**src/rtl/mss_pkg.sv**
```systemverilog
/*
  constants shared by both ends of the management-mode state-save
  slot link, and the slot offset function used by the processor end.
  assumes a 32-bit save area, 32k-aligned base.
*/
// Operation
// [RQ1] revision word: reloc bit17, trap bit16, level
// [RQ2] resume reads revision word back first
// [RQ3] feature bits fixed at one, saved
// [RQ4] auto-halt bit0 set when halt interrupted
// [RQ5] resume: bit0 one re-halts, else continue
// [RQ6] handler never sets auto-halt from zero
// [RQ7] restart halt: fetch if uncached, halt cycle
// [RQ8] io slot 0ffh re-executes, 00h does not
// [RQ9] io restart slot cleared on entry
// [RQ10] io slot written only after io trap
// [RQ11] trap word: addr, valid bit, direction
// [RQ12] valid flag set for genuine io instruction
// [RQ13] direction one for read, zero write
// [RQ14] addr and direction invalid without trap
// [RQ15] chipset raises irq on first rep access
// [RQ16] base resets to 30000h
// [RQ17] save at base, store base, jump base+8000h
// [RQ18] resume latches base slot for next entry
// [RQ19] unaligned base slot on resume shuts down
// [RQ20] relocation honoured only with bit17 set
// [RQ21] handler leaves reserved revision bits alone
// [RQ22] decoder provides 38000h-3ffffh region
// [RQ23] drain stores, assert ack, then save
// [RQ24] revision word saved on every entry
package mss_pkg;
  localparam int          DW            = 32;
  localparam int          OFS_W         = 16;
  localparam logic [15:0] OFS_BASE      = 16'h7ef8;
  localparam logic [15:0] OFS_REVISION  = 16'h7efc;
  localparam logic [15:0] OFS_IO_RESTART = 16'h7f00;
  localparam logic [15:0] OFS_AUTO_HALT = 16'h7f02;
  localparam logic [15:0] OFS_TRAP      = 16'h7fa4;
  localparam logic [31:0] AREA_OFS      = 32'h0000_8000;
  localparam logic [31:0] BASE_RESET    = 32'h0003_0000;
  localparam logic [31:0] ALIGN_MASK    = 32'h0000_7fff;
  localparam logic [31:0] DEF_RAM_LO    = 32'h0003_8000;
  localparam logic [31:0] DEF_RAM_HI    = 32'h0003_ffff;
  localparam int          REV_RELOC_BIT = 17;
  localparam int          REV_TRAP_BIT  = 16;
  localparam int          AH_BIT        = 0;
  localparam int          TRAP_VAL_BIT  = 1;
  localparam int          TRAP_DIR_BIT  = 0;
  localparam int          TRAP_ADDR_LSB = 16;
  localparam logic [31:0] IO_RESTART_YES = 32'h0000_00ff;
  localparam logic [31:0] IO_RESTART_NO  = 32'h0000_0000;
  // slot walk: indices 0..3 restored, 0..4 saved
  localparam logic [2:0]  IDX_REV       = 3'h0;
  localparam logic [2:0]  IDX_AH        = 3'h1;
  localparam logic [2:0]  IDX_IO        = 3'h2;
  localparam logic [2:0]  IDX_BASE      = 3'h3;
  localparam logic [2:0]  IDX_TRAP      = 3'h4;
  localparam logic [2:0]  IDX_LAST_RD   = 3'h3;
  localparam logic [2:0]  IDX_LAST_WR   = 3'h4;
  localparam logic [14:0] SLOT_LOW_MASK = 15'h7fff;
  // controller registers on apb
  localparam logic [7:0]  A_CTRL        = 8'h00;
  localparam logic [7:0]  A_STATUS      = 8'h04;
  localparam logic [7:0]  A_BASE        = 8'h08;
  localparam logic [7:0]  A_IO          = 8'h0c;
  localparam logic [7:0]  A_AH          = 8'h10;
  localparam logic [7:0]  A_REV         = 8'h14;
  localparam logic [7:0]  A_TRAP        = 8'h18;
  localparam int          CTRL_IRQ_BIT  = 0;
  localparam int          CTRL_RSM_BIT  = 1;

  // slot offset within the save area for a walk index
  function automatic logic [15:0] slot_ofs(
    input logic [2:0] idx);
    case (idx)
      IDX_REV:  slot_ofs = OFS_REVISION;
      IDX_AH:   slot_ofs = OFS_AUTO_HALT;
      IDX_IO:   slot_ofs = OFS_IO_RESTART;
      IDX_BASE: slot_ofs = OFS_BASE;
      default:  slot_ofs = OFS_TRAP;
    endcase
  endfunction
endpackage

```
**src/rtl/mss_link_if.sv**
```systemverilog
/*
  link between the processor slot logic and the
  chipset: irq, ack, resume and the slot bus.
  assumes both ends share one clock.
*/
`timescale 1ns/100ps
interface mss_link_if;
  logic        sys_mgmt_irq;
  logic        mgmt_active_ack;
  logic        resume_from_mgmt_mode;
  logic        slot_wr;
  logic        slot_rd;
  logic [31:0] slot_addr;
  logic [31:0] slot_wdata;
  logic        slot_rvalid;
  logic [31:0] slot_rdata;

  modport dev (
    input  sys_mgmt_irq, resume_from_mgmt_mode,
    input  slot_rvalid, slot_rdata,
    output mgmt_active_ack, slot_wr, slot_rd,
    output slot_addr, slot_wdata
  );
  modport chip (
    output sys_mgmt_irq, resume_from_mgmt_mode,
    output slot_rvalid, slot_rdata,
    input  mgmt_active_ack, slot_wr, slot_rd,
    input  slot_addr, slot_wdata
  );
endinterface // mss_link_if

```
**src/rtl/mss_dev.sv**
```systemverilog
/*
  processor end: enters management mode, writes
  the state-save slots, reads all but the trap slot back on resume.
  assumes the chipset answers a slot read with
  slot_rvalid some cycles later.
*/
// Added by the designer: register access over APB.
`timescale 1ns/100ps
module mss_dev #(
  parameter logic [15:0] REV_LEVEL  = 16'h0011, // arbitrary
  parameter bit          FEAT_RELOC = 1'b1,
  parameter bit          FEAT_TRAP  = 1'b1
) (
  input  wire logic        clock,
  input  wire logic        arst_n,
  mss_link_if.dev          lnk,
  input  wire logic        stores_pending,
  input  wire logic        core_halted,
  input  wire logic        halt_cached,
  input  wire logic [15:0] io_trap_addr,
  input  wire logic        io_trap_valid,
  input  wire logic        io_trap_read,
  output logic             in_mgmt_mode,
  output logic             entry_pulse,
  output logic [31:0]      entry_vector,
  output logic [31:0]      cur_base,
  output logic             halt_fetch,
  output logic             halt_cycle,
  output logic             continue_next,
  output logic             io_reexec,
  output logic             shutdown
);
  import mss_pkg::*;

  typedef enum logic [8:0] {
    S_IDLE  = 9'h001,
    S_DRAIN = 9'h002,
    S_SAVE  = 9'h004,
    S_RUN   = 9'h008,
    S_RD    = 9'h010,
    S_WAIT  = 9'h020,
    S_APPLY = 9'h040,
    S_FETCH = 9'h080,
    S_SHUT  = 9'h100
  } mss_state_type;

  mss_state_type state_r;
  mss_state_type state_nxt;
  logic [2:0]    idx_r;
  logic [31:0]   base_r;
  logic          halt_r;
  logic [31:0]   trap_r;
  logic [31:0]   ah_rd_r;
  logic [31:0]   io_rd_r;
  logic [31:0]   base_rd_r;
  logic [31:0]   rev_rd_r;
  logic          ack_r;
  logic          wr_r;
  logic          rd_r;
  logic [31:0]   addr_r;
  logic [31:0]   wdata_r;
  logic          entry_r;
  logic          fetch_r;
  logic          hcyc_r;
  logic          cont_r;
  logic          iox_r;

  // fixed revision word, reserved bits zero
  wire [31:0] rev_word = {14'h0000, FEAT_RELOC, FEAT_TRAP,
                          REV_LEVEL}; // [RQ1] [RQ3]
  wire [31:0] trap_word = {io_trap_addr, 14'h0000,
                           io_trap_valid,
                           io_trap_read}; // [RQ11] [RQ12] [RQ13]
  // save data per walk index
  wire [31:0] save_data =
    (idx_r == IDX_REV)  ? rev_word :       // [RQ24] [RQ3]
    (idx_r == IDX_AH)   ? {31'h0, halt_r} : // [RQ4]
    (idx_r == IDX_IO)   ? IO_RESTART_NO :  // [RQ9]
    (idx_r == IDX_BASE) ? base_r :         // [RQ17]
                          trap_r;
  // save area follows the current base
  wire [31:0] slot_at = base_r + AREA_OFS
                        + {16'h0000, slot_ofs(idx_r)}; // [RQ17]
  wire        save_done = (idx_r == IDX_LAST_WR);
  wire        rd_done   = (idx_r == IDX_LAST_RD);
  // relocation checks on the value read back
  wire        reloc_on  = FEAT_RELOC;        // [RQ20]
  wire        misalign  = reloc_on &&
                          ((base_rd_r & ALIGN_MASK) != 32'h0);
  wire        rehalt    = ah_rd_r[AH_BIT];  // [RQ5]
  wire        do_iox    = (io_rd_r == IO_RESTART_YES); // [RQ8]

  // sequencing of entry, save, resume and restore
  always_comb begin
    state_nxt = state_r;
    case (state_r)
      S_IDLE:  if (lnk.sys_mgmt_irq) state_nxt = S_DRAIN;
      // stores drain before ack goes out [RQ23]
      S_DRAIN: if (!stores_pending) state_nxt = S_SAVE;
      S_SAVE:  if (save_done) state_nxt = S_RUN;
      S_RUN:   if (lnk.resume_from_mgmt_mode) state_nxt = S_RD;
      S_RD:    state_nxt = S_WAIT;
      S_WAIT:  if (lnk.slot_rvalid)
                 state_nxt = rd_done ? S_APPLY : S_RD;
      S_APPLY: if (misalign) state_nxt = S_SHUT; // [RQ19]
               else if (rehalt && !halt_cached)
                 state_nxt = S_FETCH;            // [RQ7]
               else state_nxt = S_IDLE;
      S_FETCH: state_nxt = S_IDLE;
      S_SHUT:  state_nxt = S_SHUT; // left only by reset
      default: state_nxt = S_IDLE;
    endcase
  end

  always_ff @(posedge clock or negedge arst_n) begin
    if (!arst_n) state_r <= S_IDLE;
    else state_r <= state_nxt;
  end

  // walk index: save 0..4, restore 0..3
  always_ff @(posedge clock or negedge arst_n) begin
    if (!arst_n) idx_r <= IDX_REV;
    else if (state_r == S_DRAIN || state_r == S_RUN)
      idx_r <= IDX_REV;
    else if (state_r == S_SAVE && !save_done)
      idx_r <= idx_r + 3'h1;
    else if (state_r == S_WAIT && lnk.slot_rvalid && !rd_done)
      idx_r <= idx_r + 3'h1;
  end

  // halt and trap context caught at recognition
  always_ff @(posedge clock or negedge arst_n) begin
    if (!arst_n) begin
      halt_r <= 1'b0;
      trap_r <= 32'h0;
    end else if (state_r == S_IDLE && lnk.sys_mgmt_irq) begin
      halt_r <= core_halted;   // [RQ4]
      trap_r <= trap_word;     // [RQ14]
    end
  end

  // restored slot values, captured by index
  always_ff @(posedge clock or negedge arst_n) begin
    if (!arst_n) begin
      rev_rd_r  <= 32'h0;
      ah_rd_r   <= 32'h0;
      io_rd_r   <= 32'h0;
      base_rd_r <= BASE_RESET;
    end else if (state_r == S_WAIT && lnk.slot_rvalid) begin
      if (idx_r == IDX_REV)  rev_rd_r  <= lnk.slot_rdata; // [RQ2]
      if (idx_r == IDX_AH)   ah_rd_r   <= lnk.slot_rdata;
      if (idx_r == IDX_IO)   io_rd_r   <= lnk.slot_rdata;
      if (idx_r == IDX_BASE) base_rd_r <= lnk.slot_rdata;
    end
  end

  // base register: reset default, relatched on resume
  always_ff @(posedge clock or negedge arst_n) begin
    if (!arst_n) base_r <= BASE_RESET;            // [RQ16]
    else if (state_r == S_APPLY && reloc_on && !misalign)
      base_r <= base_rd_r;                        // [RQ18] [RQ20]
  end

  // ack rises after the drain, falls once restored
  always_ff @(posedge clock or negedge arst_n) begin
    if (!arst_n) ack_r <= 1'b0;
    else if (state_r == S_DRAIN && !stores_pending)
      ack_r <= 1'b1;                              // [RQ23]
    else if (state_r == S_APPLY)
      ack_r <= 1'b0;
  end

  // slot bus drive; a write follows ack by one cycle
  always_ff @(posedge clock or negedge arst_n) begin
    if (!arst_n) begin
      wr_r    <= 1'b0;
      rd_r    <= 1'b0;
      addr_r  <= 32'h0;
      wdata_r <= 32'h0;
    end else begin
      wr_r <= (state_r == S_SAVE);
      rd_r <= (state_r == S_RD);                  // [RQ2]
      if (state_r == S_SAVE || state_r == S_RD) begin
        addr_r  <= slot_at;
        wdata_r <= save_data;
      end
    end
  end

  // one-cycle pulses toward the core
  always_ff @(posedge clock or negedge arst_n) begin
    if (!arst_n) begin
      entry_r <= 1'b0;
      fetch_r <= 1'b0;
      hcyc_r  <= 1'b0;
      cont_r  <= 1'b0;
      iox_r   <= 1'b0;
    end else begin
      entry_r <= (state_r == S_SAVE) && save_done;  // [RQ17]
      fetch_r <= (state_r == S_APPLY) && !misalign
                 && rehalt && !halt_cached;         // [RQ7]
      hcyc_r  <= ((state_r == S_APPLY) && !misalign
                  && rehalt && halt_cached)
                 || (state_r == S_FETCH);           // [RQ5] [RQ7]
      cont_r  <= (state_r == S_APPLY) && !misalign
                 && !rehalt;                        // [RQ5]
      iox_r   <= (state_r == S_APPLY) && !misalign
                 && do_iox;                         // [RQ8]
    end
  end

  // handler start address, computed at save end
  always_ff @(posedge clock or negedge arst_n) begin
    if (!arst_n) entry_vector <= BASE_RESET + AREA_OFS;
    else if (state_r == S_SAVE && save_done)
      entry_vector <= base_r + AREA_OFS;          // [RQ17]
  end

  // mode and shutdown levels
  always_ff @(posedge clock or negedge arst_n) begin
    if (!arst_n) begin
      in_mgmt_mode <= 1'b0;
      shutdown     <= 1'b0;
      cur_base     <= BASE_RESET;
    end else begin
      in_mgmt_mode <= ack_r;
      shutdown     <= (state_nxt == S_SHUT);      // [RQ19]
      cur_base     <= base_r;
    end
  end

  assign lnk.mgmt_active_ack = ack_r;
  assign lnk.slot_wr         = wr_r;
  assign lnk.slot_rd         = rd_r;
  assign lnk.slot_addr       = addr_r;
  assign lnk.slot_wdata      = wdata_r;
  assign entry_pulse         = entry_r;
  assign halt_fetch          = fetch_r;
  assign halt_cycle          = hcyc_r;
  assign continue_next       = cont_r;
  assign io_reexec           = iox_r;
endmodule // mss_dev

```
**src/flat_wrapper.sv**
```systemverilog
// flat-port wrapper written by rule: the top's interface ports become plain ports
module mss_dev_flat import mss_pkg::*;
#(
  parameter logic [15:0] REV_LEVEL  = 16'h0011,             
  parameter bit          FEAT_RELOC = 1'b1,
  parameter bit          FEAT_TRAP  = 1'b1
)
  (clock, arst_n, stores_pending, core_halted, halt_cached, io_trap_addr, io_trap_valid, io_trap_read, in_mgmt_mode, entry_pulse, entry_vector, cur_base, halt_fetch, halt_cycle, continue_next, io_reexec, shutdown, lnk_sys_mgmt_irq, lnk_resume_from_mgmt_mode, lnk_slot_rvalid, lnk_slot_rdata, lnk_mgmt_active_ack, lnk_slot_wr, lnk_slot_rd, lnk_slot_addr, lnk_slot_wdata);
  mss_link_if lnk_i ();
  input  wire logic clock;
  input  wire logic arst_n;
  input  wire logic stores_pending;
  input  wire logic core_halted;
  input  wire logic halt_cached;
  input  wire logic [15:0] io_trap_addr;
  input  wire logic io_trap_valid;
  input  wire logic io_trap_read;
  output logic in_mgmt_mode;
  output logic entry_pulse;
  output logic [31:0] entry_vector;
  output logic [31:0] cur_base;
  output logic halt_fetch;
  output logic halt_cycle;
  output logic continue_next;
  output logic io_reexec;
  output logic shutdown;
  input wire logic [$bits(lnk_i.sys_mgmt_irq)-1:0] lnk_sys_mgmt_irq;
  input wire logic [$bits(lnk_i.resume_from_mgmt_mode)-1:0] lnk_resume_from_mgmt_mode;
  input wire logic [$bits(lnk_i.slot_rvalid)-1:0] lnk_slot_rvalid;
  input wire logic [$bits(lnk_i.slot_rdata)-1:0] lnk_slot_rdata;
  output wire logic [$bits(lnk_i.mgmt_active_ack)-1:0] lnk_mgmt_active_ack;
  output wire logic [$bits(lnk_i.slot_wr)-1:0] lnk_slot_wr;
  output wire logic [$bits(lnk_i.slot_rd)-1:0] lnk_slot_rd;
  output wire logic [$bits(lnk_i.slot_addr)-1:0] lnk_slot_addr;
  output wire logic [$bits(lnk_i.slot_wdata)-1:0] lnk_slot_wdata;
  assign lnk_i.sys_mgmt_irq = lnk_sys_mgmt_irq;
  assign lnk_i.resume_from_mgmt_mode = lnk_resume_from_mgmt_mode;
  assign lnk_i.slot_rvalid = lnk_slot_rvalid;
  assign lnk_i.slot_rdata = lnk_slot_rdata;
  assign lnk_mgmt_active_ack = lnk_i.mgmt_active_ack;
  assign lnk_slot_wr = lnk_i.slot_wr;
  assign lnk_slot_rd = lnk_i.slot_rd;
  assign lnk_slot_addr = lnk_i.slot_addr;
  assign lnk_slot_wdata = lnk_i.slot_wdata;
  mss_dev #(.REV_LEVEL(REV_LEVEL), .FEAT_RELOC(FEAT_RELOC), .FEAT_TRAP(FEAT_TRAP)) u_core (.clock(clock), .arst_n(arst_n), .lnk(lnk_i), .stores_pending(stores_pending), .core_halted(core_halted), .halt_cached(halt_cached), .io_trap_addr(io_trap_addr), .io_trap_valid(io_trap_valid), .io_trap_read(io_trap_read), .in_mgmt_mode(in_mgmt_mode), .entry_pulse(entry_pulse), .entry_vector(entry_vector), .cur_base(cur_base), .halt_fetch(halt_fetch), .halt_cycle(halt_cycle), .continue_next(continue_next), .io_reexec(io_reexec), .shutdown(shutdown));
endmodule
```
**config.mk**
```make
export PLATFORM = sky130hd
export DESIGN_NAME = mss_dev_flat
export DESIGN_NICKNAME = d
export VERILOG_FILES = /design/src/rtl/mss_pkg.sv /design/src/rtl/mss_link_if.sv /design/src/rtl/mss_dev.sv /design/src/flat_wrapper.sv
export SDC_FILE = /design/constraint.sdc
export NUM_CORES = 1
export LEC_CHECK = 0
export ABC_AREA = 0
export BUFFER_PORTS_ARGS = -buffer_cell sky130_fd_sc_hd__buf_2
export CORE_MARGIN = 4
export CORE_UTILIZATION = 40
export DETAILED_ROUTE_END_ITERATION = 16
export SYNTH_ARGS = -nofsm -noshare
export SYNTH_HDL_FRONTEND = slang
export SYNTH_SLANG_ARGS = --single-unit
```
**constraint.sdc**
```tcl
create_clock -name clock -period 5.2 [get_ports clock]
set_input_delay 1.04 -clock clock [delete_from_list [all_inputs] [get_ports clock]]
set_output_delay 1.04 -clock clock [all_outputs]
set_load 0.01 [all_outputs]
```
==> impl_table.tex, run 1 <==
\begin{tabular}{lr}
\hline
Metric & Value \\
\hline
\multicolumn{2}{l}{\textbf{Min path}} \\
\quad Min-delay worst type & flop to flop \\
\multicolumn{2}{l}{\textbf{Synth}} \\
\quad Multiplexer fraction of the synthesized cell area & 0.1054 \\
\quad Cell types occupying the most area after synthesis & sky130\_fd\_sc\_hd\_\_dfrtp\_1 56\%, sky130\_fd\_sc\_hd\_\_mux2\_2 8.8\%, sky130\_fd\_sc\_hd\_\_nand2\_1 6.6\%, sky130\_fd\_sc\_hd\_\_dfstp\_2 2.3\%, sky130\_fd\_sc\_hd\_\_xnor2\_1 2.0\% \\
\quad Combinational family with the most area after synthesis & simple AND/OR/NAND/NOR gates \\
\quad Number of distinct library cell variants in the gate-level netlist after synthesis & 67 \\
\quad Share of flip-flops with an asynchronous set or reset & 1.000 \\
\quad Share of synthesized cell area in full adder, half adder and majority cells & 0.01492 \\
\quad Syn Area/Cell & 11.19 um\^{}2 \\
\quad Ys flop type & sky130\_fd\_sc\_hd\_\_dfrtp\_1 \\
\quad Dominant cell type by area after synthesis & sky130\_fd\_sc\_hd\_\_dfrtp\_1 \\
\quad Simple logic cell fraction of the synthesized area & 0.1573 \\
\quad Synth Area in XOR/XNOR & 0.03303 \\
\quad Cell count after synthesis & 1,019 \\
\quad Number of synthesis warnings & 0 \\
\quad Sequential-to-total area share from yosys stat & 0.5848 \\
\quad Count leader, synth & sky130\_fd\_sc\_hd\_\_dfrtp\_1 \\
\quad Compound-Gate Fraction of Synth Area & 0.07702 \\
\quad Post-Synthesis Cell Area & 0.01140 mm\^{}2 \\
\quad Register bit count reported by yosys & 266 \\
\quad Most instantiated cells after synthesis & 256 x sky130\_fd\_sc\_hd\_\_dfrtp\_1, 200 x sky130\_fd\_sc\_hd\_\_nand2\_1, 89 x sky130\_fd\_sc\_hd\_\_mux2\_2 \\
\quad Area share of the leading cell type in the synthesized netlist & 0.5618 \\
\quad Post-synth EDFFs & 0 \\
\quad Syn\_nets & 1,090 \\
\multicolumn{2}{l}{\textbf{CTS}} \\
\quad Hold bufs inserted after CTS & 0 \\
\quad Clock sinks & 266 \\
\quad Maximum buffer depth of the clock tree & 3 \\
\quad TritonCTS clock tree & built \\
\quad Number of buffers inserted by post-CTS setup repair & 0 \\
\quad Clock input transition at the sequential cells of the worst setup and hold paths & 0.06 ns \\
\quad CTS Buf Count & 29 \\
\quad H-tree Lvls & 1 \\
\quad Clock root buffer master & sky130\_fd\_sc\_hd\_\_clkbuf\_16 \\
\quad Count of cells resized by post-cts repair & 0 \\
\quad Worst-skew pair later-pin latency & 0.54 ns \\
\multicolumn{2}{l}{\textbf{Floorplanning}} \\
\quad Core Rows & 61 \\
\quad Height of the chip & 176.8 um \\
\quad Die width & 176.8 um \\
\quad \# IOs & 196 \\
\quad Initial Utilization & 0.4082 \\
\quad Die Area & 0.03127 mm\^{}2 \\
\quad Standard cell core area & 0.02793 mm\^{}2 \\
\multicolumn{2}{l}{\textbf{Global routing}} \\
\quad Via count of the first global-routing pass & 7,986 \\
\quad Global-route usage over all layers & 0.1814 \\
\quad Initial antenna violation count & 7 \\
\quad Grt total ovfl & 0 \\
\quad First-pass GRT wire length & 45,420 um \\
\quad Pin count of the biggest net entering global routing & 102 \\
\multicolumn{2}{l}{\textbf{Place}} \\
\quad Post-DP HPWL & 20,260 um \\
\quad Total placed cells including tap cells & 1,546 \\
\quad Gp weighted congestion & 0.8480 \\
\quad Post-placement cell area & 0.01274 mm\^{}2 \\
\quad Port-buffer cells & 195 \\
\quad Worst slack at placement & 1.512 ns \\
\multicolumn{2}{l}{\textbf{Critical path}} \\
\quad Arrival time at the worst endpoint & 4.07 ns \\
\quad Buf/Inv on CP & 1 \\
\quad Endpoint required time on the critical path & 5.62 ns \\
\quad Critical path's slowest cell & sky130\_fd\_sc\_hd\_\_dfrtp\_1 \\
\quad Peak fanout along the critical path & 14 \\
\quad Critical path startpoint category & flop \\
\quad Most used cell along the critical path & sky130\_fd\_sc\_hd\_\_ha\_1 \\
\quad Critical Path End Type & flop \\
\quad Setup Crit Path Kind & flop to flop \\
\quad Cell-by-cell trace of the critical path & inv\_1 -> ha\_1 -> or3\_1 -> ha\_1 -> nor2\_1 -> a21oi\_1 -> nor4b\_1 -> o21ai\_1 -> nor4\_2 -> xnor2\_1 -> mux2\_2 \\
\quad Crit-path max cell delay & 0.61 ns \\
\quad Family with the most delay on the worst path & simple AND/OR/NAND/NOR gates \\
\multicolumn{2}{l}{\textbf{Drt}} \\
\quad Number of vias per cell & 5.056 \\
\quad Average wire per cell in the routed design & 17.93 um \\
\quad Total DRC errors in the routed layout & 0 \\
\quad Vias after detailed routing & 8,080 \\
\quad Detailed Route WL & 28,650 um \\
\quad Routed Antenna Nets & 0 \\
\quad Number of iterations in the first detailed-routing pass & 6 \\
\quad DR iter-0 viols & 523 \\
\multicolumn{2}{l}{\textbf{Timing}} \\
\quad Max Clk Rate & 274.1 MHz \\
\quad Final hold viol count & 0 \\
\quad Worst hold slack after final layout & 0.4531 ns \\
\quad Crit share post-route & 0.7015 \\
\quad Slew Viols, Final & 0 \\
\quad Final number of setup-violating endpoints & 0 \\
\quad Largest clock skew in the final design & 0.01405 ns \\
\quad Sum of negative setup slack & 0 ns \\
\quad Transition time of the tightest slew-check pin & 1.216 ns \\
\quad Min Tclk post-route & 3.648 ns \\
\quad Worst slew margin relative to its limit & 0.1895 \\
\quad Setup repair after global routing missed its margin & false \\
\quad Final setup margin & 1.552 ns \\
\multicolumn{2}{l}{\textbf{Run}} \\
\quad Max capacitance violation total & 0 \\
\multicolumn{2}{l}{\textbf{Status}} \\
\quad Status & completed \\
\multicolumn{2}{l}{\textbf{Final layout}} \\
\quad Area Overhead vs Synth & 20.56\% \\
\quad Total number of nets in the final design & 1,270 \\
\quad Final design area excluding fillers & 0.01375 mm\^{}2 \\
\quad Non-Filler Instances & 1,598 \\
\quad Final design utilization & 0.4922 \\
\quad Proportion of layout cells with a drive suffix above 1 & 0.3033 \\
\quad Antenna cell count & 0 \\
\multicolumn{2}{l}{\textbf{Pwr}} \\
\quad Power per cell area & 402.9 mW/mm\^{}2 \\
\quad Leakage power summed over all cells & 7.078 nW \\
\quad Largest vdd supply drop & 0.0002770 V \\
\quad Power Total & 5.540 mW \\
\hline
\end{tabular}
## flip-flops by register name, summed over array words and instances, names as in the netlist, 3 cells and up
| signal | count |
|---|---|
| u_core.lnk.slot_wdata | 32 |
| u_core.base_r | 32 |
| u_core.cur_base | 32 |
| u_core.idx_r | 3 |
| u_core.base_rd_r | 32 |
| u_core.trap_r | 18 |
| u_core.state_r | 9 |
| u_core.lnk.slot_addr | 32 |
| u_core.io_rd_r | 32 |
| u_core.entry_vector | 32 |
## logic make-up (layout without fill, tap and decap cells)
family | Yosys count | in the layout
buffers and inverters | 74 | 275
adders and majority gates | 13 | 13
xor gates and xnor gates | 43 | 43
muxes | 109 | 109
and+or+nand+nor | 381 | 381
DFF | 266 | 266
AOI/OAI and AO/OA | 133 | 133
## placed cells by master, fill, tap and decap left out, types with 10 or more instances in the layout
master and instances:
sky130_fd_sc_hd__dfstp_2 10, sky130_fd_sc_hd__xnor2_1 26, sky130_fd_sc_hd__o31ai_1 19, sky130_fd_sc_hd__a21oi_1 23, sky130_fd_sc_hd__nor3_1 15, sky130_fd_sc_hd__xor2_1 17
sky130_fd_sc_hd__nor2_1 50, sky130_fd_sc_hd__o21ai_0 38, sky130_fd_sc_hd__buf_2 194, sky130_fd_sc_hd__and2_1 19, sky130_fd_sc_hd__nand2_1 200, sky130_fd_sc_hd__nand3_1 25
sky130_fd_sc_hd__nand4_1 12, sky130_fd_sc_hd__inv_1 16, sky130_fd_sc_hd__nor4_1 14, sky130_fd_sc_hd__dfrtp_1 256, sky130_fd_sc_hd__mux2i_1 20, sky130_fd_sc_hd__buf_4 11
sky130_fd_sc_hd__clkbuf_16 29, sky130_fd_sc_hd__mux2_2 89, sky130_fd_sc_hd__ha_1 12
## per-layer routing
layer | GRT usage | part of all wire | routed length [um]
met5 | 0 | 0.0031 | 89
met1 | 0.2684 | 0.47 | 13610
met3 | 0.04678 | 0.072 | 2058
met4 | 0.03772 | 0.014 | 407
met2 | 0.2714 | 0.44 | 12490
## power breakdown
part | total (mW) | internal, mW | leakage (nW) | switching (mW)
Combinational | 0.953 | 0.395 | 2.98 | 0.557
Sequential | 2.43 | 2.29 | 3.60 | 0.141
Clock | 2.16 | 1.33 | 0.495 | 0.831
Total | 5.54 | 4.01 | 7.08 | 1.53
## final timing paths
path                            slack [ns]  depth (start not counted)                  endpoint         startpoint
worst min register to register        0.45                          0       u_core.cur_base[16]  u_core.base_r[16]
max in group asynchronous             3.67                          2       u_core.cur_base[17]             arst_n
worst min-delay path                  0.45                          0       u_core.cur_base[16]  u_core.base_r[16]
worst max-delay path                  1.55                         11  u_core.lnk.slot_addr[31]    u_core.idx_r[2]
min in group asynchronous             0.50                          1  u_core.lnk.slot_wdata[6]             arst_n
worst max register to register        1.55                         11  u_core.lnk.slot_addr[31]    u_core.idx_r[2]
## worst register-to-register path, cell delays in order, from the launching register on
cell                      delay, ns
sky130_fd_sc_hd__dfrtp_1       0.61
sky130_fd_sc_hd__inv_1         0.15
sky130_fd_sc_hd__ha_1          0.23
sky130_fd_sc_hd__or3_1         0.36
sky130_fd_sc_hd__ha_1          0.38
sky130_fd_sc_hd__nor2_1        0.06
sky130_fd_sc_hd__a21oi_1       0.23
sky130_fd_sc_hd__nor4b_1       0.60
sky130_fd_sc_hd__o21ai_1       0.27
sky130_fd_sc_hd__nor4_2        0.29
sky130_fd_sc_hd__xnor2_1       0.09
sky130_fd_sc_hd__mux2_2        0.26
## layout make-up
class	instances	area, um^2
Fill cell	2568	14190
Sequential cell	266	6669
Multi-Input combinational cell	679	4449
Timing Repair Buffer	207	1089
Clock buffer	38	799.5
Tap cell	378	473.0
Clock inverter	14	209.0
Inverter	16	60.06
No activity file was read; power rests on OpenSTA's default activity.
==> run 2: changes to the inputs <==
clock period = 3.04 ns   (was 5.2 ns; I/O delays follow)
==> run 2 against run 1 <==
Compared with the run above:
- the flow now finishes with violations (setup timing)
- final cell count is 3.1% higher
- fmax is 17% higher
- combinational power grew 100%
- largest cell class unchanged
- non-clock buffer count is 47 higher
- clock power is 55% higher
- first-iteration DRC count down 12%
- sequential power is 71% higher
- worst hold slack worse by 0.45 ns
- die area is the same
==> impl_table.tex, run 2 (same netlist as run 1, synthesis figures left out) <==
\begin{tabular}{lr}
\hline
Metric & Value \\
\hline
\multicolumn{2}{l}{\textbf{Timing}} \\
\quad Worst slew margin relative to its limit & 0.3377 \\
\quad Min Tclk post-route & 3.106 ns \\
\quad Max Clk Rate & 322.0 MHz \\
\quad Final hold viol count & 0 \\
\quad Crit share post-route & 1.022 \\
\quad Transition time of the tightest slew-check pin & 0.9934 ns \\
\quad Final setup margin & -0.06585 ns \\
\quad Final number of setup-violating endpoints & 3 \\
\quad Worst hold slack after final layout & 0.007650 ns \\
\quad Largest clock skew in the final design & 0.01737 ns \\
\quad Setup repair after global routing missed its margin & true \\
\quad Slew Viols, Final & 0 \\
\multicolumn{2}{l}{\textbf{Drt}} \\
\quad DR iter-0 viols & 461 \\
\quad Detailed Route WL & 29,300 um \\
\quad Average wire per cell in the routed design & 17.79 um \\
\quad Total DRC errors in the routed layout & 0 \\
\quad Number of vias per cell & 4.971 \\
\quad Number of iterations in the first detailed-routing pass & 5 \\
\quad Vias after detailed routing & 8,187 \\
\quad Routed Antenna Nets & 0 \\
\multicolumn{2}{l}{\textbf{Pwr}} \\
\quad Leakage power summed over all cells & 7.313 nW \\
\quad Cell internal pwr & 6.745 mW \\
\quad Power per cell area & 662.2 mW/mm\^{}2 \\
\quad Largest vdd supply drop & 0.0004954 V \\
\quad Relative contribution of sequential cells to total power & 0.440 \\
\quad Switching power as a share of total power & 0.2850 \\
\quad Power share of the combinational group & 0.206 \\
\quad Switching pwr & 2.688 mW \\
\quad Power Total & 9.433 mW \\
\quad Clock group share of total power & 0.355 \\
\multicolumn{2}{l}{\textbf{Global routing}} \\
\quad Grt total ovfl & 0 \\
\quad Initial antenna violation count & 2 \\
\quad First-pass GRT wire length & 46,890 um \\
\quad Via count of the first global-routing pass & 8,268 \\
\quad Pin count of the biggest net entering global routing & 101 \\
\quad Global-route usage over all layers & 0.1864 \\
\multicolumn{2}{l}{\textbf{Final layout}} \\
\quad Final design area excluding fillers & 0.01424 mm\^{}2 \\
\quad Storage cell area & 0.006670 mm\^{}2 \\
\quad Area of the multi-input gates & 0.004636 mm\^{}2 \\
\quad Antenna cell count & 0 \\
\quad Layout fillers & 2,560 \\
\quad Total number of nets in the final design & 1,317 \\
\quad Most frequent cells in the layout & 255 x sky130\_fd\_sc\_hd\_\_dfrtp\_1, 199 x sky130\_fd\_sc\_hd\_\_nand2\_1, 194 x sky130\_fd\_sc\_hd\_\_buf\_2 \\
\quad Most frequent standard cell in the layout excluding fill and tap cells & sky130\_fd\_sc\_hd\_\_dfrtp\_1 \\
\quad Area Overhead vs Synth & 24.91\% \\
\quad Proportion of layout cells with a drive suffix above 1 & 0.3515 \\
\multicolumn{2}{l}{\textbf{CTS}} \\
\quad TritonCTS clock tree & built \\
\quad Maximum buffer depth of the clock tree & 3 \\
\quad CTS Buf Count & 29 \\
\quad Clock input transition at the sequential cells of the worst setup and hold paths & 0.06 ns \\
\quad Clock sinks & 266 \\
\quad H-tree Lvls & 1 \\
\quad Worst-skew pair later-pin latency & 0.54 ns \\
\quad Clock root buffer master & sky130\_fd\_sc\_hd\_\_clkbuf\_16 \\
\multicolumn{2}{l}{\textbf{Critical path}} \\
\quad Startpoint of the worst register-to-register path & u\_core.idx\_r[0] \\
\quad Reg2Reg Setup Slack & -0.07 ns \\
\quad Depth of the most critical reg-to-reg path & 12 \\
\quad Endpoint required time on the critical path & 3.46 ns \\
\quad Setup Crit Path Kind & flop to flop \\
\quad RR Endpoint & u\_core.lnk.slot\_addr[30] \\
\quad Critical path startpoint category & flop \\
\quad Peak fanout along the critical path & 3 \\
\quad Critical Path End Type & flop \\
\quad Arrival time at the worst endpoint & 3.52 ns \\
\multicolumn{2}{l}{\textbf{Floorplanning}} \\
\quad Initial Utilization & 0.4082 \\
\quad Height of the chip & 176.8 um \\
\quad \# IOs & 196 \\
\quad Core Rows & 61 \\
\quad Standard cell core area & 0.02793 mm\^{}2 \\
\quad Die Area & 0.03127 mm\^{}2 \\
\quad Die width & 176.8 um \\
\multicolumn{2}{l}{\textbf{Status}} \\
\quad Violations in the final reports & setup timing \\
\quad Status & complete, but fails checks \\
\multicolumn{2}{l}{\textbf{Place}} \\
\quad Gp weighted congestion & 0.8446 \\
\quad Post-placement cell area & 0.01315 mm\^{}2 \\
\quad Post-DP HPWL & 21,180 um \\
\quad Worst slack at placement & -0.1691 ns \\
\quad Port-buffer cells & 195 \\
\multicolumn{2}{l}{\textbf{Run}} \\
\quad Max capacitance violation total & 0 \\
\multicolumn{2}{l}{\textbf{Min path}} \\
\quad Min-delay worst type & input port to async pin \\
\hline
\end{tabular}
## run 2: cell types whose count changed in the layout (fill, tap and decap cells not counted), moves of 5 or more
cell	delta
sky130_fd_sc_hd__clkbuf_1	+5
sky130_fd_sc_hd__bufinv_16	-5
sky130_fd_sc_hd__o21ai_1	+5
sky130_fd_sc_hd__buf_4	+42
sky130_fd_sc_hd__ha_1	-7
sky130_fd_sc_hd__o21ai_0	-7
## run 2: repair_timing
item	4_1_cts	5_1_grt
endpoints found under the setup margin	8	17
buffers inserted	0	5
gates resized for setup	11	23
hold buffers	0	0
pin swaps	4	5
## run 2: worst max-delay path by stage
stage | depth (start not counted) | slack (ns) | end | start
2_1_floorplan | 13 | -0.14 | u_core.lnk.slot_addr[30] | u_core.idx_r[0]
3_3_place_gp | 14 | -0.003 | u_core.lnk.slot_addr[29] | u_core.idx_r[1]
5_1_grt | 12 | -0.16 | u_core.lnk.slot_addr[28] | u_core.idx_r[1]
4_1_cts | 12 | -0.01 | u_core.lnk.slot_addr[28] | u_core.idx_r[1]
3_5_place_dp | 14 | -0.17 | u_core.lnk.slot_addr[29] | u_core.idx_r[1]
6_report | 12 | -0.07 | u_core.lnk.slot_addr[30] | u_core.idx_r[0]
## run 2: final cells by class
type                            count  area share
Multi-Input combinational cell    679      0.3255
Tap cell                          378     0.03320
Timing Repair Buffer              254      0.1044
Clock inverter                      7    0.002987
Clock buffer                       47     0.06131
Sequential cell                   266      0.4683
Inverter                           16    0.004392
## run 2: metal layers
layer,wire length (um),part of all wire,track usage
met1,14220,0.49,0.2781
met2,12820,0.44,0.2848
met3,1714,0.058,0.03867
met4,522,0.018,0.03611
met5,27,0.00092,0
## run 2: metrics by stage
stage,cells,setup TNS [ns],util
finish,1647,-0.1438,0.5099
global route,1647,-1.625,0.5099
CTS,1642,-0.02668,0.5050
detailed placement,1588,-0.2638,0.4706
global placement,1588,-0.003051,0.4706
floorplan,1019,-0.5827,-
## run 2: power groups by stage
stage / logic [mW] / clock network (mW) / registers [mW]
5_1_grt: 2.16 / 3.58 / 4.19
3_5_place_dp: 1.86 / 0 / 4.21
2_1_floorplan: 1.05 / 0 / 4.25
4_1_cts: 1.88 / 3.44 / 4.15
3_3_place_gp: 1.83 / 0 / 4.20
6_report: 1.94 / 3.35 / 4.15
## run 2: worst max-delay path, cell delays in order (launching register included)
cell	delay [ns]
sky130_fd_sc_hd__dfrtp_2	0.43
sky130_fd_sc_hd__ha_2	0.19
sky130_fd_sc_hd__ha_4	0.15
sky130_fd_sc_hd__or3_4	0.40
sky130_fd_sc_hd__ha_4	0.18
sky130_fd_sc_hd__a211o_1	0.29
sky130_fd_sc_hd__or3_4	0.35
sky130_fd_sc_hd__nor2_2	0.13
sky130_fd_sc_hd__o41ai_4	0.11
sky130_fd_sc_hd__buf_4	0.15
sky130_fd_sc_hd__and4bb_1	0.20
sky130_fd_sc_hd__xnor2_1	0.12
sky130_fd_sc_hd__mux2_2	0.27
==> run 3: changes to the inputs <==
clock period = 3.3 ns   (was 3.04 ns; I/O delays follow)
==> run 3 against run 2 <==
Compared with the run above:
- the flow now finishes without violations
- setup slack gained 0.14 ns
- die area is the same
- sequential share of layout area grew 0.78 points
- design area shrank 1.6%
- fmax shrank 3.6%
- largest cell class unchanged
- largest power group unchanged
- highest routed layer unchanged
==> impl_table.tex, run 3 (same netlist as run 1, synthesis figures left out) <==
\begin{tabular}{lr}
\hline
Metric & Value \\
\hline
\multicolumn{2}{l}{\textbf{CTS}} \\
\quad Hold bufs inserted after CTS & 0 \\
\quad CTS Buf Count & 29 \\
\quad TritonCTS clock tree & built \\
\quad Maximum buffer depth of the clock tree & 3 \\
\quad H-tree Lvls & 1 \\
\quad Clock root buffer master & sky130\_fd\_sc\_hd\_\_clkbuf\_16 \\
\quad Clock sinks & 266 \\
\quad Worst-skew pair later-pin latency & 0.55 ns \\
\quad Clock input transition at the sequential cells of the worst setup and hold paths & 0.07 ns \\
\multicolumn{2}{l}{\textbf{Place}} \\
\quad Post-placement cell area & 0.01293 mm\^{}2 \\
\quad Port-buffer cells & 195 \\
\quad Gp weighted congestion & 0.8338 \\
\quad Post-DP HPWL & 20,920 um \\
\multicolumn{2}{l}{\textbf{Drt}} \\
\quad Average wire per cell in the routed design & 17.96 um \\
\quad Vias after detailed routing & 8,169 \\
\quad Routed Antenna Nets & 0 \\
\quad DR iter-0 viols & 498 \\
\quad Total DRC errors in the routed layout & 0 \\
\quad Detailed Route WL & 29,150 um \\
\quad Number of iterations in the first detailed-routing pass & 5 \\
\quad Number of vias per cell & 5.033 \\
\multicolumn{2}{l}{\textbf{Run}} \\
\quad Max capacitance violation total & 0 \\
\multicolumn{2}{l}{\textbf{Global routing}} \\
\quad Grt total ovfl & 0 \\
\quad Global-route usage over all layers & 0.1856 \\
\quad First-pass GRT wire length & 46,520 um \\
\quad Pin count of the biggest net entering global routing & 98 \\
\quad Initial antenna violation count & 2 \\
\quad Via count of the first global-routing pass & 8,184 \\
\multicolumn{2}{l}{\textbf{Timing}} \\
\quad Worst slew margin relative to its limit & 0.2991 \\
\quad Worst hold slack after final layout & 0.03137 ns \\
\quad Transition time of the tightest slew-check pin & 1.049 ns \\
\quad Min Tclk post-route & 3.221 ns \\
\quad Final number of setup-violating endpoints & 0 \\
\quad Slew Viols, Final & 0 \\
\quad Final hold viol count & 0 \\
\quad Largest clock skew in the final design & 0.01074 ns \\
\quad Max Clk Rate & 310.5 MHz \\
\quad Crit share post-route & 0.9761 \\
\multicolumn{2}{l}{\textbf{Critical path}} \\
\quad Depth of the most critical reg-to-reg path & 11 \\
\quad Setup Crit Path Kind & flop to flop \\
\quad Peak fanout along the critical path & 4 \\
\quad Critical Path End Type & flop \\
\quad Critical path startpoint category & flop \\
\quad Endpoint required time on the critical path & 3.73 ns \\
\quad Cell-by-cell trace of the critical path & ha\_1 -> ha\_1 -> or3\_4 -> ha\_2 -> a211o\_1 -> or3\_4 -> or2\_4 -> o21ai\_4 -> nor4\_2 -> xnor2\_1 -> mux2\_2 \\
\quad Startpoint of the worst register-to-register path & u\_core.idx\_r[0] \\
\quad RR Endpoint & u\_core.lnk.slot\_addr[31] \\
\quad Crit-path max cell delay & 0.44 ns \\
\quad Arrival time at the worst endpoint & 3.65 ns \\
\quad Critical path's slowest cell & sky130\_fd\_sc\_hd\_\_dfrtp\_2 \\
\quad Reg2Reg Setup Slack & 0.08 ns \\
\multicolumn{2}{l}{\textbf{Floorplanning}} \\
\quad Die width & 176.8 um \\
\quad Die Area & 0.03127 mm\^{}2 \\
\quad Initial Utilization & 0.4082 \\
\quad Core Rows & 61 \\
\quad \# IOs & 196 \\
\quad Standard cell core area & 0.02793 mm\^{}2 \\
\quad Height of the chip & 176.8 um \\
\multicolumn{2}{l}{\textbf{Final layout}} \\
\quad Antenna cell count & 0 \\
\quad Final design area excluding fillers & 0.01401 mm\^{}2 \\
\quad Total number of nets in the final design & 1,294 \\
\quad Area Overhead vs Synth & 22.86\% \\
\quad Most frequent cells in the layout & 255 x sky130\_fd\_sc\_hd\_\_dfrtp\_1, 200 x sky130\_fd\_sc\_hd\_\_nand2\_1, 194 x sky130\_fd\_sc\_hd\_\_buf\_2 \\
\quad Most frequent standard cell in the layout excluding fill and tap cells & sky130\_fd\_sc\_hd\_\_dfrtp\_1 \\
\quad Proportion of layout cells with a drive suffix above 1 & 0.3341 \\
\multicolumn{2}{l}{\textbf{Min path}} \\
\quad Min-delay worst type & input port to async pin \\
\multicolumn{2}{l}{\textbf{Pwr}} \\
\quad Switching pwr & 2.480 mW \\
\quad Leakage power summed over all cells & 7.218 nW \\
\quad Switching power as a share of total power & 0.2835 \\
\quad Power share of the combinational group & 0.187 \\
\quad Relative contribution of sequential cells to total power & 0.437 \\
\quad Clock group share of total power & 0.376 \\
\quad Power per cell area & 624.4 mW/mm\^{}2 \\
\quad Largest vdd supply drop & 0.0003541 V \\
\quad Cell internal pwr & 6.268 mW \\
\multicolumn{2}{l}{\textbf{Status}} \\
\quad Status & completed \\
\hline
\end{tabular}
## run 3: per-stage QoR
| stage | power [mW] | std cells | setup slack, ns | util | TNS (ns) |
|---|---|---|---|---|---|
| floorplan | 4.840 | 1019 | 0.001034 | - | 0 |
| global placement | 5.455 | 1567 | 0.09906 | 0.4628 | 0 |
| detailed placement | 5.489 | 1567 | 0.04903 | 0.4628 | 0 |
| CTS | 8.820 | 1620 | 0.02201 | 0.4984 | 0 |
| global route | 9.209 | 1623 | -0.01199 | 0.5015 | -0.01703 |
| finish | 8.748 | 1623 | 0.07896 | 0.5015 | 0 |
## run 3: power groups by stage
stage                     Sequential (mW)  Clock, mW  Combinational, mW
after floorplan                      3.91          0              0.929
after global placement               3.87          0               1.58
after detailed placement             3.88          0               1.61
after CTS                            3.82       3.37               1.62
after global routing                 3.86       3.51               1.84
final                                3.82       3.29               1.64
## run 3: layout make-up
type                       count  area (um^2)
fill                        2608        13920
timing repair buffer         231         1281
clock inverter                19        193.9
inverter                      16        60.06
clock buffer                  34        794.5
sequential                   266         6670
multi-input combinational    679         4537
tap                          378        473.0
## run 3: per-layer routing
layer,up-vias,share of wire,track usage
met5,-,0.00072,0
met4,4,0.021,0.03933
met3,46,0.058,0.03717
met2,211,0.44,0.2842
met1,3968,0.48,0.2762
li1,3940,-,-
## run 3: worst max-delay path by stage
stage                          from                       end  slack [ns]  cells past startpoint
CTS                 u_core.idx_r[0]  u_core.lnk.slot_addr[28]        0.02                     12
global placement    u_core.idx_r[0]  u_core.lnk.slot_addr[28]         0.1                     12
finish              u_core.idx_r[0]  u_core.lnk.slot_addr[31]        0.08                     11
detailed placement  u_core.idx_r[0]  u_core.lnk.slot_addr[13]        0.05                     13
global route        u_core.idx_r[0]  u_core.lnk.slot_addr[31]       -0.01                     11
floorplan           u_core.idx_r[2]  u_core.lnk.slot_addr[31]       0.001                     14
## run 3: repair_timing
item / CTS / global route
endpoints found under the hold margin: 0 / 0
resized for setup: 1 / 13
setup endpoints to repair: 1 / 14
gates cloned: 0 / 0
pin swaps: 0 / 7
buffers inserted: 0 / 3
## run 3: worst max-delay path: cells and delay by family (launching register included)
family / cells / cell delay (ns)
AO/OA/AOI/OAI: 2 / 0.55
multiplexers: 1 / 0.26
adder cells (fa/ha/maj): 3 / 0.60
AND/OR/NAND/NOR: 4 / 1.11
XOR/XNOR: 1 / 0.14
flip-flops: 1 / 0.44
